===== config.mk =====
export PLATFORM = sky130hd
export DESIGN_NAME = pdt_device_flat
export DESIGN_NICKNAME = d
export VERILOG_FILES = /design/src/verilog/pdt_pkg.sv /design/src/verilog/pdt_link_if.sv /design/src/verilog/pdt_device.sv /design/src/flat_wrapper.sv
export SDC_FILE = /design/constraint.sdc
export NUM_CORES = 1
export LEC_CHECK = 0
export BUFFER_PORTS_ARGS = -buffer_cell sky130_fd_sc_hd__buf_2
export CAP_MARGIN = 20
export CORE_ASPECT_RATIO = 0.75
export CORE_MARGIN = 2
export CORE_UTILIZATION = 35
export CTS_CLUSTER_DIAMETER = 40
export DETAILED_ROUTE_END_ITERATION = 16
export PLACE_DENSITY = 0.6
export RECOVER_POWER = 25
export SETUP_SLACK_MARGIN = 0.3
export SYNTH_ARGS = -nofsm -noshare
export SYNTH_HDL_FRONTEND = slang
export SYNTH_SLANG_ARGS = --single-unit
export TNS_END_PERCENT = 100

===== constraint.sdc =====
create_clock -name hclk -period 5.3 [get_ports hclk]
set_clock_uncertainty 0.15 [all_clocks]
set_input_delay 1.06 -clock hclk [delete_from_list [all_inputs] [get_ports hclk]]
set_output_delay 1.06 -clock hclk [all_outputs]
set_load 0.05 [all_outputs]

===== src/verilog/pdt_pkg.sv =====
// shared constants for the pd message transmit path, both ends
package pdt_pkg;
   // device register map, byte addresses on the link
   localparam logic [7:0] ADDR_ALERT_LO = 8'h10;
   localparam logic [7:0] ADDR_ALERT_HI = 8'h11;
   localparam logic [7:0] ADDR_MASK_LO = 8'h12;
   localparam logic [7:0] ADDR_MASK_HI = 8'h13;
   localparam logic [7:0] ADDR_TX_CMD = 8'h50;
   localparam logic [7:0] ADDR_TX_BUF = 8'h51;
   localparam logic [7:0] ADDR_TX_BUF_END = 8'h6f;
   localparam int TX_BUF_LEN = 31;
   localparam logic [7:0] MAX_DATA_BYTES = 8'h1e;
   localparam logic [7:0] CMD_SEND = 8'h30;
   // alert status fields
   localparam logic [7:0] ST_SEND_OK = 8'h40;
   localparam logic [7:0] ST_FAULT = 8'h02;
   localparam logic [7:0] MASK_RST = 8'hff;
   localparam logic [7:0] BYTE_ZERO = 8'h00;
   // line timing: one bmc unit interval, split in two halves
   localparam int CLK_NS = 100;
   localparam int UI_NS = 3330;
   localparam int HALF_UI_CYC = UI_NS / (2 * CLK_NS);
   localparam int PREAMBLE_BITS = 64;
   localparam int CRC_BITS = 32;
   localparam logic [31:0] CRC_POLY = 32'hedb88320;
   localparam logic [31:0] CRC_INIT = 32'hffffffff;
   // host controller register map, byte offsets on ahb
   localparam logic [7:0] HC_CTRL = 8'h00;
   localparam logic [7:0] HC_STAT = 8'h04;
   localparam logic [7:0] HC_IRQ_STAT = 8'h08;
   localparam logic [7:0] HC_IRQ_CLR = 8'h0c;
   localparam logic [7:0] HC_IRQ_EN = 8'h10;
   localparam logic [2:0] HC_MSG_PAGE = 3'h1;
   localparam int IRQ_OK = 0;
   localparam int IRQ_FAULT = 1;
   localparam logic [1:0] HTRANS_NONSEQ = 2'h2;
endpackage


===== src/verilog/pdt_link_if.sv =====
// register link and line pins between host controller and device
`timescale 1ns/1ps
interface pdt_link_if;
   logic txn;
   logic wr;
   logic rd;
   logic [7:0] addr;
   logic [7:0] wdata;
   logic [7:0] rdata;
   logic alert_n;
   logic cc_out;
   logic cc_oe;
   modport dev (input txn, input wr, input rd, input addr, input wdata,
                output rdata, output alert_n, output cc_out, output cc_oe);
   modport host (output txn, output wr, output rd, output addr, output wdata,
                 input rdata, input alert_n);
endinterface


===== src/verilog/pdt_device.sv =====
// device end: transmit buffer, alert status and bmc line sender
//
// The AHB-Lite slave port was left to the implementer.
`timescale 1ns/1ps
module pdt_device (
   // clock and reset
   input wire logic hclk,
   input wire logic hresetn,
   // link to the host
   pdt_link_if.dev lnk,
   // user side
   output logic tx_busy,
   output logic tx_done
);
   typedef enum logic [2:0] {
      PDT_IDLE = 3'b000,
      PDT_PRE = 3'b001,
      PDT_DATA = 3'b011,
      PDT_CRC = 3'b010
   } pdt_tx_state_t;

   pdt_tx_state_t state_r;
   logic [7:0] buf_r [0:pdt_pkg::TX_BUF_LEN-1];
   logic [7:0] st_lo_r;
   logic [7:0] st_hi_r;
   logic [7:0] mask_lo_r;
   logic [7:0] mask_hi_r;
   logic [7:0] cmd_r;
   logic [7:0] rdata_r;
   logic txn_d_r;
   logic touched_r;
   logic [1:0] loads_r;
   logic [4:0] hc_r;
   logic ph_r;
   logic lvl_r;
   logic [2:0] bitc_r;
   logic [4:0] byte_r;
   logic [6:0] cnt_r;
   logic [31:0] crc_r;

   // link decode
   wire in_buf = lnk.addr >= pdt_pkg::ADDR_TX_BUF && lnk.addr <= pdt_pkg::ADDR_TX_BUF_END;
   wire [4:0] buf_idx = 5'(lnk.addr - pdt_pkg::ADDR_TX_BUF);
   wire idle = state_r == PDT_IDLE;
   // buffer frozen while sending so the frame stays consistent
   wire wr_buf = lnk.wr && in_buf && idle;
   wire wr_cmd = lnk.wr && lnk.addr == pdt_pkg::ADDR_TX_CMD;
   wire wr_clo = lnk.wr && lnk.addr == pdt_pkg::ADDR_ALERT_LO;
   wire wr_chi = lnk.wr && lnk.addr == pdt_pkg::ADDR_ALERT_HI;
   wire wr_mlo = lnk.wr && lnk.addr == pdt_pkg::ADDR_MASK_LO;
   wire wr_mhi = lnk.wr && lnk.addr == pdt_pkg::ADDR_MASK_HI;
   wire send_req = wr_cmd && lnk.wdata == pdt_pkg::CMD_SEND;
   wire cmd_ok = send_req && idle && loads_r == 2'd1;
   wire cmd_bad = send_req && !cmd_ok;
   wire txn_end = txn_d_r && !lnk.txn;
   wire txn_start = !txn_d_r && lnk.txn;

   // frame sizing; an oversize count is clamped to what the buffer holds
   wire [7:0] cnt_raw = buf_r[0];
   wire [4:0] data_cnt = (cnt_raw > pdt_pkg::MAX_DATA_BYTES) ?
                         5'(pdt_pkg::MAX_DATA_BYTES) : cnt_raw[4:0];
   wire tick = hc_r == 5'(pdt_pkg::HALF_UI_CYC - 1);
   wire bit_end = tick && ph_r;
   wire [7:0] cur_byte = buf_r[byte_r];
   wire data_bit = cur_byte[bitc_r];
   wire cur_bit = (state_r == PDT_PRE) ? cnt_r[0] :
                  (state_r == PDT_DATA) ? data_bit : crc_r[0];
   wire [31:0] crc_upd = {1'b0, crc_r[31:1]} ^
                         ((crc_r[0] ^ cur_bit) ? pdt_pkg::CRC_POLY : 32'h00000000);
   wire pre_last = cnt_r == 7'(pdt_pkg::PREAMBLE_BITS - 1);
   wire crc_last = cnt_r == 7'(pdt_pkg::CRC_BITS - 1);
   wire byte_last = bitc_r == 3'h7 && byte_r == data_cnt;
   wire tx_fin = state_r == PDT_CRC && bit_end && crc_last;

   wire [7:0] set_lo = tx_fin ? pdt_pkg::ST_SEND_OK : pdt_pkg::BYTE_ZERO;
   wire [7:0] set_hi = cmd_bad ? pdt_pkg::ST_FAULT : pdt_pkg::BYTE_ZERO;
   wire [7:0] clr_lo = wr_clo ? lnk.wdata : pdt_pkg::BYTE_ZERO;
   wire [7:0] clr_hi = wr_chi ? lnk.wdata : pdt_pkg::BYTE_ZERO;

   wire [7:0] rd_val = (lnk.addr == pdt_pkg::ADDR_ALERT_LO) ? st_lo_r :
                       (lnk.addr == pdt_pkg::ADDR_ALERT_HI) ? st_hi_r :
                       (lnk.addr == pdt_pkg::ADDR_MASK_LO) ? mask_lo_r :
                       (lnk.addr == pdt_pkg::ADDR_MASK_HI) ? mask_hi_r :
                       (lnk.addr == pdt_pkg::ADDR_TX_CMD) ? cmd_r : pdt_pkg::BYTE_ZERO;

   always_ff @(posedge hclk) begin
      if (wr_buf) begin
         buf_r[buf_idx] <= lnk.wdata;
      end
   end

   // status, masks and readback; a set in the clearing cycle wins
   always_ff @(posedge hclk or negedge hresetn) begin
      if (!hresetn) begin
         st_lo_r <= pdt_pkg::BYTE_ZERO;
         st_hi_r <= pdt_pkg::BYTE_ZERO;
         mask_lo_r <= pdt_pkg::MASK_RST;
         mask_hi_r <= pdt_pkg::MASK_RST;
         cmd_r <= pdt_pkg::BYTE_ZERO;
         rdata_r <= pdt_pkg::BYTE_ZERO;
      end else begin
         st_lo_r <= (st_lo_r & ~clr_lo) | set_lo;
         st_hi_r <= (st_hi_r & ~clr_hi) | set_hi;
         if (wr_mlo) begin
            mask_lo_r <= lnk.wdata;
         end
         if (wr_mhi) begin
            mask_hi_r <= lnk.wdata;
         end
         if (wr_cmd) begin
            cmd_r <= lnk.wdata;
         end
         if (lnk.rd) begin
            rdata_r <= rd_val;
         end
      end
   end

   always_ff @(posedge hclk or negedge hresetn) begin
      if (!hresetn) begin
         txn_d_r <= 1'b0;
         touched_r <= 1'b0;
         loads_r <= 2'd0;
      end else begin
         txn_d_r <= lnk.txn;
         // a write in the opening cycle belongs to the new txn
         if (txn_start) begin
            touched_r <= wr_buf;
         end else if (wr_buf) begin
            touched_r <= 1'b1;
         end
         if (send_req) begin
            loads_r <= 2'd0;
         end else if (txn_end && touched_r && loads_r != 2'd2) begin
            loads_r <= loads_r + 2'd1;
         end
      end
   end

   always_ff @(posedge hclk or negedge hresetn) begin
      if (!hresetn) begin
         state_r <= PDT_IDLE;
         hc_r <= 5'h00;
         ph_r <= 1'b0;
         lvl_r <= 1'b0;
         bitc_r <= 3'h0;
         byte_r <= 5'h01;
         cnt_r <= 7'h00;
         crc_r <= pdt_pkg::CRC_INIT;
      end else if (idle) begin
         hc_r <= 5'h00;
         ph_r <= 1'b0;
         bitc_r <= 3'h0;
         byte_r <= 5'h01;
         cnt_r <= 7'h00;
         crc_r <= pdt_pkg::CRC_INIT;
         if (cmd_ok) begin
            state_r <= PDT_PRE;
            lvl_r <= ~lvl_r;
         end
      end else begin
         hc_r <= tick ? 5'h00 : hc_r + 5'h01;
         if (tick && !ph_r) begin
            ph_r <= 1'b1;
            // a one toggles mid-bit as well
            if (cur_bit) begin
               lvl_r <= ~lvl_r;
            end
         end
         if (bit_end) begin
            ph_r <= 1'b0;
            lvl_r <= ~lvl_r;
            cnt_r <= cnt_r + 7'h01;
            case (state_r)
               PDT_PRE: begin
                  if (pre_last) begin
                     cnt_r <= 7'h00;
                     if (data_cnt == 5'h00) begin
                        state_r <= PDT_CRC;
                        crc_r <= ~crc_r;
                     end else begin
                        state_r <= PDT_DATA;
                     end
                  end
               end
               PDT_DATA: begin
                  bitc_r <= bitc_r + 3'h1;
                  cnt_r <= 7'h00;
                  if (bitc_r == 3'h7) begin
                     byte_r <= byte_r + 5'h01;
                  end
                  crc_r <= byte_last ? ~crc_upd : crc_upd;
                  if (byte_last) begin
                     state_r <= PDT_CRC;
                  end
               end
               PDT_CRC: begin
                  crc_r <= {1'b0, crc_r[31:1]};
                  if (crc_last) begin
                     state_r <= PDT_IDLE;
                     lvl_r <= 1'b0;
                  end
               end
               default: begin
                  state_r <= PDT_IDLE;
               end
            endcase
         end
      end
   end

   assign lnk.rdata = rdata_r;
   assign lnk.alert_n = ~|((st_lo_r & mask_lo_r) | (st_hi_r & mask_hi_r));
   assign lnk.cc_out = lvl_r;
   assign lnk.cc_oe = !idle;
   assign tx_busy = !idle;
   assign tx_done = tx_fin;
endmodule


===== src/flat_wrapper.sv =====
// flat-port wrapper written by rule: the top's interface ports become plain ports
module pdt_device_flat 
  (hclk, hresetn, tx_busy, tx_done, lnk_txn, lnk_wr, lnk_rd, lnk_addr, lnk_wdata, lnk_rdata, lnk_alert_n, lnk_cc_out, lnk_cc_oe);
  pdt_link_if lnk_i ();
  input wire logic hclk;
  input wire logic hresetn;
  output logic tx_busy;
  output logic tx_done;
  input wire logic [$bits(lnk_i.txn)-1:0] lnk_txn;
  input wire logic [$bits(lnk_i.wr)-1:0] lnk_wr;
  input wire logic [$bits(lnk_i.rd)-1:0] lnk_rd;
  input wire logic [$bits(lnk_i.addr)-1:0] lnk_addr;
  input wire logic [$bits(lnk_i.wdata)-1:0] lnk_wdata;
  output wire logic [$bits(lnk_i.rdata)-1:0] lnk_rdata;
  output wire logic [$bits(lnk_i.alert_n)-1:0] lnk_alert_n;
  output wire logic [$bits(lnk_i.cc_out)-1:0] lnk_cc_out;
  output wire logic [$bits(lnk_i.cc_oe)-1:0] lnk_cc_oe;
  assign lnk_i.txn = lnk_txn;
  assign lnk_i.wr = lnk_wr;
  assign lnk_i.rd = lnk_rd;
  assign lnk_i.addr = lnk_addr;
  assign lnk_i.wdata = lnk_wdata;
  assign lnk_rdata = lnk_i.rdata;
  assign lnk_alert_n = lnk_i.alert_n;
  assign lnk_cc_out = lnk_i.cc_out;
  assign lnk_cc_oe = lnk_i.cc_oe;
  pdt_device u_core (.hclk(hclk), .hresetn(hresetn), .lnk(lnk_i), .tx_busy(tx_busy), .tx_done(tx_done));
endmodule

==> metrics.txt, run 1 <==
clk_lat worst skew 0.56 ns; CTS tree done; sw frac 21.5%; clk buf depth 3; unrepaired setup endpoints after global routing false; synth top area cells edfxtp_1, dfrtp_1, dfstp_2; crit share post-route 75.4%; CTS Sinks 356; number of flops mapped to enable cells by yosys 248; largest net degree at the start of global routing between 40 and 50; Internal Power ~0.0047 W; number of antenna violations at the first check in global routing 1; Seq cells post-synth 356; Area Overhead vs Synth 13.1%; core area approximately 45000 um^2; Clk pwr share a little under half; async set-reset flop share out of synthesis 30.3%; prevailing post-synth register cell edfxtp_1; final setup violation count 0; relative slew slack -45.5%; Die Ht 189 um; # IOs 34; max-slew violation count around 220; Hold Path Class reg -> reg; power per cell area 333 nW/um^2; register area share after synthesis 63.9%; synthesized area between 15000 and 20000 um^2; H-tree levels 2; delay-heaviest family, CP compound AO/OA/AOI/OAI gates; Fmax 250 MHz; CTS buffer count 41; vias in the first global route 9527; Yosys top cell by area edfxtp_1; total grt overflow 0; Worst Path Required 5.59 ns; Post-Syn Instances around 1100; part of the power in registers 50.1%; commonest non-fill, non-tap cell in the layout edfxtp_1; Worst-Margin Slew 2.18 ns; first-pass GRT wire length 59000 um; Worst setup EP type flip-flop; clock root buffer clkbuf_16; drc violations 0; Ant. Diodes 0; Post-CTS Resized 0; Cell variety after synth 76; Avg Synthesized Cell Area 14.1 um^2; Final Hold Fails 0; violated checks max-capacitance violations, max-slew violations; clock slew at reported path FFs 0.06 ns; Peak VDD IR 294 uV; Fin Hold WS between 0.3 and 0.4 ns; Detailed Routing Iterations Pass 1 5; Lkg Pwr between 6 and 7 nW; drt first-iter violations 961; post-route setup TNS 0 ns; row cnt 67; max_cap viols 6; hpwl dp 24200 um; CP bufs+invs 1; top cell type's share of synthesized area 46.6%; commonest non-fill, non-tap cells in the layout edfxtp_1, nor2_1, nand2_1; Worst setup SP type flip-flop; DR vias 9904; outcome finished with violations; max incr delay on CP 0.86 ns; Die Area roughly 47000 um^2; Switching Power 0.00129 W; Ys Warns 0; post-layout min period 4.00 ns; cts hold-fix bufs 0; Worst EP arrival 4.29 ns; Logic pwr share 2.1%; DR vias/cell between 5 and 6; Initial Util 35.6%; Final Wtd Congestion 0.839; post-CTS setup buffer count 0; layout cells sized above 1 22.7%; CP max FO 40; Die Wd 251 um; IO Port Bufs 33; wire length per cell 21.3 um; Total GRT Usage 16.1%; Mapped Nets 1166; CP max stage cell dfstp_4; DRT antenna net count 0; NumNets Final roughly 1200; CP Class reg -> reg; crit path cell chain buf_12 > mux4_2 > a22o_1 > a211oi_1 > o311a_1 > nor2_1 > a31oi_2 > nor3b_4 > a31oi_1; Total Wirelength between 30000 and 40000 um
-- sequential cells by signal, indices dropped and copies added, names as in the netlist, 2 cells and up --
register,flops
u_core.cmd_r,8
u_core.hc_r,5
u_core.st_lo_r,8
u_core.cnt_r,7
u_core.lnk.rdata,8
u_core.mask_hi_r,8
u_core.crc_r,32
u_core.mask_lo_r,8
u_core.state_r,2
u_core.bitc_r,3
u_core.buf_r,248
u_core.st_hi_r,8
u_core.loads_r,2
u_core.byte_r,5
-- layout make-up --
cell class	instances	area, um^2
Fill cell	4062	26800
Timing Repair Buffer	53	305
Clock buffer	50	1080
Clock inverter	26	299
Inverter	18	67.6
Sequential cell	356	10200
Multi-Input combinational cell	693	5350
Tap cell	586	733
-- metal layers --
| metal | track usage, % | part of all wire, % | vias up |
|---|---|---|---|
| met4 | 3.41 | 1.7 | 0 |
| met3 | 3.33 | 6.9 | 59 |
| met2 | 23.2 | 43 | 333 |
| met1 | 24.9 | 48 | 5064 |
| li1 | - | - | 4448 |
| met5 | 0 | 0 | - |
-- path summary, 6_finish.rpt --
check,slack [ns],cells after the start,to,from
max,1.30,9,u_core.crc_r[19]$_DFFE_PN1P_,u_core.byte_r[0]$_DFFE_PN1P_
min,0.32,1,u_core.hc_r[0]$_DFF_PN0_,u_core.hc_r[0]$_DFF_PN0_
max reg2reg,1.30,9,u_core.crc_r[19]$_DFFE_PN1P_,u_core.byte_r[0]$_DFFE_PN1P_
min reg2reg,0.32,1,u_core.hc_r[0]$_DFF_PN0_,u_core.hc_r[0]$_DFF_PN0_
max in group asynchronous,1.52,2,u_core.lnk.rdata[4]$_DFFE_PN0P_,hresetn
min in group asynchronous,0.99,1,u_core.st_hi_r[0]$_DFF_PN0_,hresetn
-- power groups by stage --
stage | Clock (W) | Combinational (W) | Sequential, W
floorplan | 0 | 0.0000336 | 0.00308
global placement | 0 | 0.000129 | 0.00306
detailed placement | 0 | 0.000130 | 0.00306
CTS | 0.00293 | 0.000130 | 0.00301
global route | 0.00305 | 0.000138 | 0.00301
finish | 0.00287 | 0.000125 | 0.00301
-- worst register-to-register path: cells and delay by family, from the launching register on --
family,cells,cell delay [ns]
buf+inv,1,0.35
compound gates,5,1.38
mux,1,0.60
simple gates,2,0.56
flops,1,0.86
-- per-stage QoR --
stage / worst slack, ns / utilization, % / area (um^2) / total power [W] / std cells
6_report: 1.30 / 40.3 / 18100 / 0.00601 / 1782
5_1_grt: 0.918 / 40.3 / 18100 / 0.00619 / 1782
4_1_cts: 1.28 / 40.3 / 18100 / 0.00607 / 1782
3_5_place_dp: 1.01 / 37.2 / 16700 / 0.00319 / 1706
3_3_place_gp: 1.07 / 37.2 / 16700 / 0.00319 / 1706
2_1_floorplan: 1.99 / - / 16000 / 0.00311 / 1134
-- cells in the mapped netlist (12+ instances only) --
cell / number
edfxtp_1: 248
nor2_1: 108
nand2_1: 73
dfrtp_1: 59
mux4_2: 50
dfstp_2: 49
clkbuf_1: 42
a21oi_1: 40
o21ai_0: 40
mux2_2: 36
mux2i_1: 31
a31oi_1: 24
nand3_1: 23
xnor2_1: 23
a22oi_1: 18
inv_1: 17
nor3_1: 15
a21boi_0: 14
a221oi_1: 13
o211ai_1: 13
or2_2: 12
-- cell families (layout without fill, tap and decap cells) --
family / Yosys count / in the layout / synth area share (%)
AO/OA/AOI/OAI: 233 / 233 / 10.0
XOR/XNOR: 28 / 28 / 1.65
adder cells (fa/ha/maj): 11 / 11 / 0.862
buffers and inverters: 85 / 147 / 2.55
flip-flops: 356 / 356 / 63.9
multiplexers: 121 / 121 / 11.8
AND/OR/NAND/NOR: 300 / 300 / 9.15
(Power assumes the default switching activity.)
==> run 2: changes to the inputs <==
Settings changed: PLACE_DENSITY 0.6 to 0.61.
Clock period 5.3 ns to 3.6 ns, I/O delays scaled along.
==> metrics.txt, run 2 (synthesized netlist as in run 1, its figures left out) <==
Internal Power 0.00690 W (was 0.00471 W); drc violations 0 (unchanged); CP bufs+invs 4 (was 1); wire length per cell 21.8 um (was 21.3 um); Min-Delay Endpoint u_core.txn_d_r$_DFF_PN0_ (was u_core.hc_r[0]$_DFF_PN0_); area of the multi-input gates 5630 um^2 (was 5350 um^2); crit path cell chain buf_12 > buf_12 > mux4_2 > a22o_1 > o211ai_1 > o21ai_1 > o211a_2 > mux2i_1 > buf_4 > buf_6 > o41ai_4 > a31oi_1 (was buf_12 > mux4_2 > a22o_1 > a211oi_1 > o311a_1 > nor2_1 > a31oi_2 > nor3b_4 > a31oi_1); # IOs 34 (unchanged); commonest non-fill, non-tap cell in the layout edfxtp_1 (unchanged); CTS tree done (unchanged); Initial Util 35.6% (unchanged); Area Overhead vs Synth 18.9% (was 13.1%); Ant. Diodes 0 (unchanged); violated checks max-capacitance violations, max-slew violations (unchanged); max_cap viols 6 (unchanged); drt first-iter violations 1239 (was 961); Fin Hold WS 0.202 ns (was 0.316 ns); crit share post-route 99.3% (was 75.4%); top flop regs u_core.buf_r: 248 flops, u_core.crc_r: 32 flops (unchanged); Worst setup SP type flip-flop (unchanged); Switching Power 0.00189 W (was 0.00129 W); Worst-Margin Slew 2.70 ns (was 2.18 ns); worst hold path stage count 1 (unchanged); largest net degree at the start of global routing 60 (was 43); capturing point of the worst reg2reg path u_core.crc_r[19]$_DFFE_PN1P_ (unchanged); Die Area 47400 um^2 (unchanged); max-slew violation count 235 (was 223); Logic pwr share 2.2% (was 2.1%); delay-heaviest family, CP compound AO/OA/AOI/OAI gates (unchanged); Clk pwr share 47.4% (was 47.8%); number of fill cells 4016 (was 4062); DR vias/cell 5.53 (was 5.56); Worst setup EP type flip-flop (unchanged); largest reg by FF count u_core.buf_r (unchanged); CP max FO 8 (was 40); unrepaired setup endpoints after global routing true (was false); IO Port Bufs 33 (unchanged); commonest non-fill, non-tap cells in the layout edfxtp_1, nor2_1, nand2_1 (unchanged); core area 44800 um^2 (unchanged); layout cells sized above 1 29.7% (was 22.7%); CP max stage cell dfstp_4 (unchanged); vias in the first global route 10100 (was 9527); number of antenna violations at the first check in global routing 0 (was 1); Lkg Pwr 6.57 nW (was 6.13 nW); first-pass GRT wire length 62000 um (was 59000 um); clock slew at reported path FFs 0.07 ns (was 0.06 ns); final setup violation count 0 (unchanged); clk buf depth 3 (unchanged); outcome finished with violations (unchanged); cts hold-fix bufs 0 (unchanged); NumNets Final 1267 (was 1195); R2R depth 12 (was 9); Peak VDD IR 290 uV (was 294 uV); sw frac 21.5% (about the same); FF+latch area 10200 um^2 (about the same); CTS buffer count 41 (unchanged); H-tree levels 2 (unchanged); final core utilization 42.3% (was 40.3%); hpwl dp 26200 um (was 24200 um); Worst Path Required 3.90 ns (was 5.59 ns); max FFs per register 248 (unchanged); Hold Path Class in -> reg (was reg -> reg); post-layout min period 3.57 ns (was 4.00 ns); CP dominant cell by count buf_12; Detailed Routing Iterations Pass 1 5 (unchanged); max incr delay on CP 0.71 ns (was 0.86 ns); CTS Sinks 356 (unchanged); total grt overflow 0 (unchanged); relative slew slack -80.2% (was -45.5%); Die Wd 251 um (unchanged); worst r2r src u_core.byte_r[0]$_DFFE_PN1P_ (unchanged); Worst EP arrival 3.87 ns (was 4.29 ns); HP Start lnk_txn (was u_core.hc_r[0]$_DFF_PN0_); CP Class reg -> reg (unchanged); Die Ht 189 um (unchanged); power per cell area 463 nW/um^2 (was 333 nW/um^2); row cnt 67 (unchanged); DRT antenna net count 0 (unchanged); part of the power in registers 50.4% (was 50.1%); clock root buffer clkbuf_16 (unchanged); Final Hold Fails 0 (unchanged); Final Wtd Congestion 0.850 (was 0.839); Total Wirelength 40300 um (was 37900 um); Total GRT Usage 17.1% (was 16.1%); Fmax 280 MHz (was 250 MHz); clk_lat worst skew 0.55 ns (was 0.56 ns); DR vias 10200 (was 9904); r2r setup slk 0.03 ns (was 1.30 ns)
[run 2: cell count changes in the layout (fill, tap and decap cells not counted), moves of 4 or more]
cell / change
a221oi_1: -4
o41ai_1: -5
buf_12: +6
buf_4: +56
a221oi_2: +4
buf_6: +8
clkinv_1: -6
clkinv_2: +5
[run 2: worst reg2reg max path: stages, from the launching register on]
cell and delay, ns:
dfstp_4 0.71, buf_12 0.16, buf_12 0.14, mux4_2 0.55, a22o_1 0.23, o211ai_1 0.24
o21ai_1 0.16, o211a_2 0.28, mux2i_1 0.12, buf_4 0.20, buf_6 0.15, o41ai_4 0.32
a31oi_1 0.07
[run 2: final cells by class]
| type | count | area share (%) |
|---|---|---|
| well taps | 586 | 3.86 |
| inverters | 18 | 0.356 |
| repair buffers | 124 | 5.17 |
| flip-flops and latches | 356 | 53.8 |
| multi-input cells | 694 | 29.7 |
| clock buffers | 51 | 5.82 |
| clock inverters | 23 | 1.29 |
[run 2: power groups by stage]
stage	Sequential, W	Clock (W)	Combinational [W]
after floorplan	0.00453	0	0.0000494
after global placement	0.00451	0	0.000192
after detailed placement	0.00451	0	0.000196
after CTS	0.00443	0.00424	0.000196
after global routing	0.00443	0.00441	0.000209
final	0.00443	0.00416	0.000191
[run 2: per-stage QoR]
stage          setup TNS (ns)  instance area (um^2)  setup slack (ns)  power [W]  std cells
5_1_grt                -0.271                 19000           -0.0471    0.00905       1852
2_1_floorplan               0                 16000             0.410    0.00458       1134
4_1_cts                     0                 18800            0.0976    0.00886       1842
3_5_place_dp           -0.119                 17200           -0.0414    0.00471       1758
3_3_place_gp                0                 17200           0.00403    0.00470       1758
6_report                    0                 19000            0.0268    0.00879       1852
[run 2: routing by layer]
metal / share of wire, % / global-route usage, % / wire length (um)
met5: 0 / 0 / 0
met4: 1.4 / 4.17 / 580
met3: 8.2 / 3.78 / 3300
met2: 42 / 23.6 / 16900
met1: 49 / 26.9 / 19600
[run 2: how the worst max path moves through the flow]
stage	start	endpoint	slack (ns)	depth (start not counted)
5_1_grt	u_core.byte_r[0]$_DFFE_PN1P_	u_core.crc_r[15]$_DFFE_PN1P_	-0.05	14
6_report	u_core.byte_r[0]$_DFFE_PN1P_	u_core.crc_r[19]$_DFFE_PN1P_	0.03	12
4_1_cts	u_core.byte_r[0]$_DFFE_PN1P_	u_core.crc_r[19]$_DFFE_PN1P_	0.1	12
3_5_place_dp	u_core.byte_r[0]$_DFFE_PN1P_	u_core.crc_r[29]$_DFFE_PN1P_	-0.04	11
2_1_floorplan	u_core.byte_r[0]$_DFFE_PN1P_	u_core.crc_r[26]$_DFFE_PN1P_	0.41	13
3_3_place_gp	u_core.byte_r[0]$_DFFE_PN1P_	u_core.crc_r[29]$_DFFE_PN1P_	0.004	11
[run 2: timing repair]
item,in CTS,in global routing
gates cloned,1,1
buffers inserted,9,9
pin swaps,12,19
resized for setup,27,28
setup endpoints to repair,18,27
==> run 3: changes to the inputs <==
Settings changed: BUFFER_PORTS_ARGS -buffer_cell sky130_fd_sc_hd__buf_2 to default, DONT_BUFFER_PORTS from default to 1, RECOVER_POWER 25 to 100.
==> metrics.txt, run 3 (synthesized netlist as in run 1, its figures left out) <==
outcome finished with violations (unchanged); violated checks max-slew violations (was max-capacitance violations, max-slew violations); Worst EP arrival 3.86 ns (was 3.87 ns); Final Hold Fails 0 (unchanged); H-tree levels 2 (unchanged); drt first-iter violations 1013 (was 1239); sw frac 21.1% (was 21.5%); crit share post-route 98.6% (was 99.3%); wire length per cell 21.5 um (was 21.8 um); DRT antenna net count 0 (unchanged); total grt overflow 0 (unchanged); CP bufs+invs 4 (unchanged); Clk pwr share 47.6% (was 47.4%); layout cells sized above 1 27.3% (was 29.7%); Logic pwr share 0.8% (was 2.2%); vias in the first global route 9955 (was 10100); Detailed Routing Iterations Pass 1 5 (unchanged); Area Overhead vs Synth 17.3% (was 18.9%); Internal Power 0.00681 W (was 0.00690 W); Fin Hold WS 0.0378 ns (was 0.202 ns); hpwl dp 25200 um (was 26200 um); DR vias 10000 (was 10200); max FFs per register 248 (unchanged); power per cell area 460 nW/um^2 (was 463 nW/um^2); Total GRT Usage 16.6% (was 17.1%); first-pass GRT wire length 60400 um (was 62000 um); CP Class reg -> reg (unchanged); Final Wtd Congestion 0.853 (was 0.850); largest net degree at the start of global routing 109 (was 60); Fmax 282 MHz (was 280 MHz); Hold Path Class in -> reg (unchanged); Worst-Margin Slew 1.50 ns (was 2.70 ns); clk_lat worst skew 0.56 ns (was 0.55 ns); Worst setup SP type flip-flop (unchanged); drc violations 0 (unchanged); # IOs 34 (unchanged); core area 44800 um^2 (unchanged); relative slew slack -0.232% (was -80.2%); clk buf depth 3 (unchanged); commonest non-fill, non-tap cell in the layout edfxtp_1 (unchanged); delay-heaviest family, CP compound AO/OA/AOI/OAI gates (unchanged); Lkg Pwr 6.41 nW (was 6.57 nW); unrepaired setup endpoints after global routing true (unchanged); final setup violation count 0 (unchanged); CTS buffer count 42 (was 41); final core utilization 41.8% (was 42.3%); post-layout min period 3.55 ns (was 3.57 ns); largest reg by FF count u_core.buf_r (unchanged); top flop regs u_core.buf_r: 248 flops, u_core.crc_r: 32 flops (unchanged); clock slew at reported path FFs 0.06 ns (was 0.07 ns); Die Area 47400 um^2 (unchanged); PnR Total Power 0.00863 W (was 0.00879 W); Switching Power 0.00182 W (was 0.00189 W); Worst setup EP type flip-flop (unchanged); Worst Path Required 3.91 ns (was 3.90 ns); clock root buffer clkbuf_16 (unchanged); Peak VDD IR 365 uV (was 290 uV); IO Port Bufs 0 (was 33); CTS Sinks 356 (unchanged); CP max stage cell dfstp_4 (unchanged); max incr delay on CP 0.65 ns (was 0.71 ns); Ant. Diodes 0 (unchanged); commonest non-fill, non-tap cells in the layout edfxtp_1, nor2_1, nand2_1 (unchanged); number of antenna violations at the first check in global routing 0 (unchanged); CP max FO 8 (unchanged); Die Wd 251 um (unchanged); Total Wirelength 39000 um (was 40300 um); Die Ht 189 um (unchanged); max_cap viols 0 (was 6); row cnt 67 (unchanged); max-slew violation count 41 (was 235); CTS tree done (unchanged); crit path cell chain buf_12 > buf_12 > buf_4 > mux4_2 > a2111oi_2 > o311a_1 > or2_4 > o221ai_4 > buf_4 > o41ai_2 > a31oi_2 (was buf_12 > buf_12 > mux4_2 > a22o_1 > o211ai_1 > o21ai_1 > o211a_2 > mux2i_1 > buf_4 > buf_6 > o41ai_4 > a31oi_1); part of the power in registers 51.6% (was 50.4%); NumNets Final 1230 (was 1267); Initial Util 35.6% (unchanged); DR vias/cell 5.53 (about the same)
## run 3: worst paths after layout
path                                         startpoint                           end  slack, ns  cells after the start
max                        u_core.byte_r[0]$_DFFE_PN1P_  u_core.crc_r[29]$_DFFE_PN1P_       0.05                     11
min                                             lnk_txn      u_core.txn_d_r$_DFF_PN0_       0.04                      0
max reg2reg                u_core.byte_r[0]$_DFFE_PN1P_  u_core.crc_r[29]$_DFFE_PN1P_       0.05                     11
min reg2reg                    u_core.hc_r[0]$_DFF_PN0_      u_core.hc_r[0]$_DFF_PN0_       0.31                      1
max in group asynchronous                       hresetn  u_core.byte_r[1]$_DFFE_PN0P_       1.27                      2
min in group asynchronous                       hresetn   u_core.st_lo_r[3]$_DFF_PN0_       0.94                      2
## run 3: power groups by stage
stage,clock (W),combinational (W),sequential (W)
3_3_place_gp,0,0.0000468,0.00453
4_1_cts,0.00418,0.0000776,0.00445
2_1_floorplan,0,0.0000494,0.00453
5_1_grt,0.00435,0.0000823,0.00445
3_5_place_dp,0,0.0000479,0.00453
6_report,0.00411,0.0000724,0.00445
## run 3: worst register-to-register path, cell delays in order (launching register included)
cell and delay (ns):
dfstp_4 0.65, buf_12 0.16, buf_12 0.15, buf_4 0.11, mux4_2 0.55, a2111oi_2 0.41
o311a_1 0.31, or2_4 0.18, o221ai_4 0.16, buf_4 0.21, o41ai_2 0.36, a31oi_2 0.06
## run 3: final cells by class
| type | count | area, um^2 |
|---|---|---|
| clock buffers | 46 | 1090 |
| clock inverters | 30 | 268 |
| fillers | 4015 | 26100 |
| inverters | 18 | 67.6 |
| multi-input cells | 693 | 5590 |
| flip-flops and latches | 356 | 10200 |
| well taps | 586 | 733 |
| repair buffers | 87 | 779 |
## run 3: repair_timing
| action | in CTS | in global routing |
|---|---|---|
| hold buffers | 2 | 0 |
| resized for setup | 47 | 10 |
| pin swaps | 25 | 2 |
| setup endpoints to repair | 15 | 15 |
| cloned | 1 | 0 |
| hold endpoints to repair | 108 | 0 |
| setup buffers | 11 | 3 |
## run 3: routing by layer
metal / routed length (um) / up-vias / track usage, %
li1: - / 4505 / -
met1: 18700 / 5150 / 25.2
met2: 17000 / 329 / 24.0
met3: 2710 / 55 / 3.42
met4: 640 / 0 / 4.15
met5: 0 / - / 0
## run 3: metrics by stage
step / setup TNS, ns / worst slack (ns) / instances / cell area [um^2]
floorplan: 0 / 0.410 / 1134 / 16000
global placement: -0.883 / -0.157 / 1723 / 17000
detailed placement: -2.01 / -0.223 / 1723 / 17000
CTS: 0 / 0.119 / 1813 / 18700
global route: -0.629 / -0.0735 / 1816 / 18700
finish: 0 / 0.0511 / 1816 / 18700
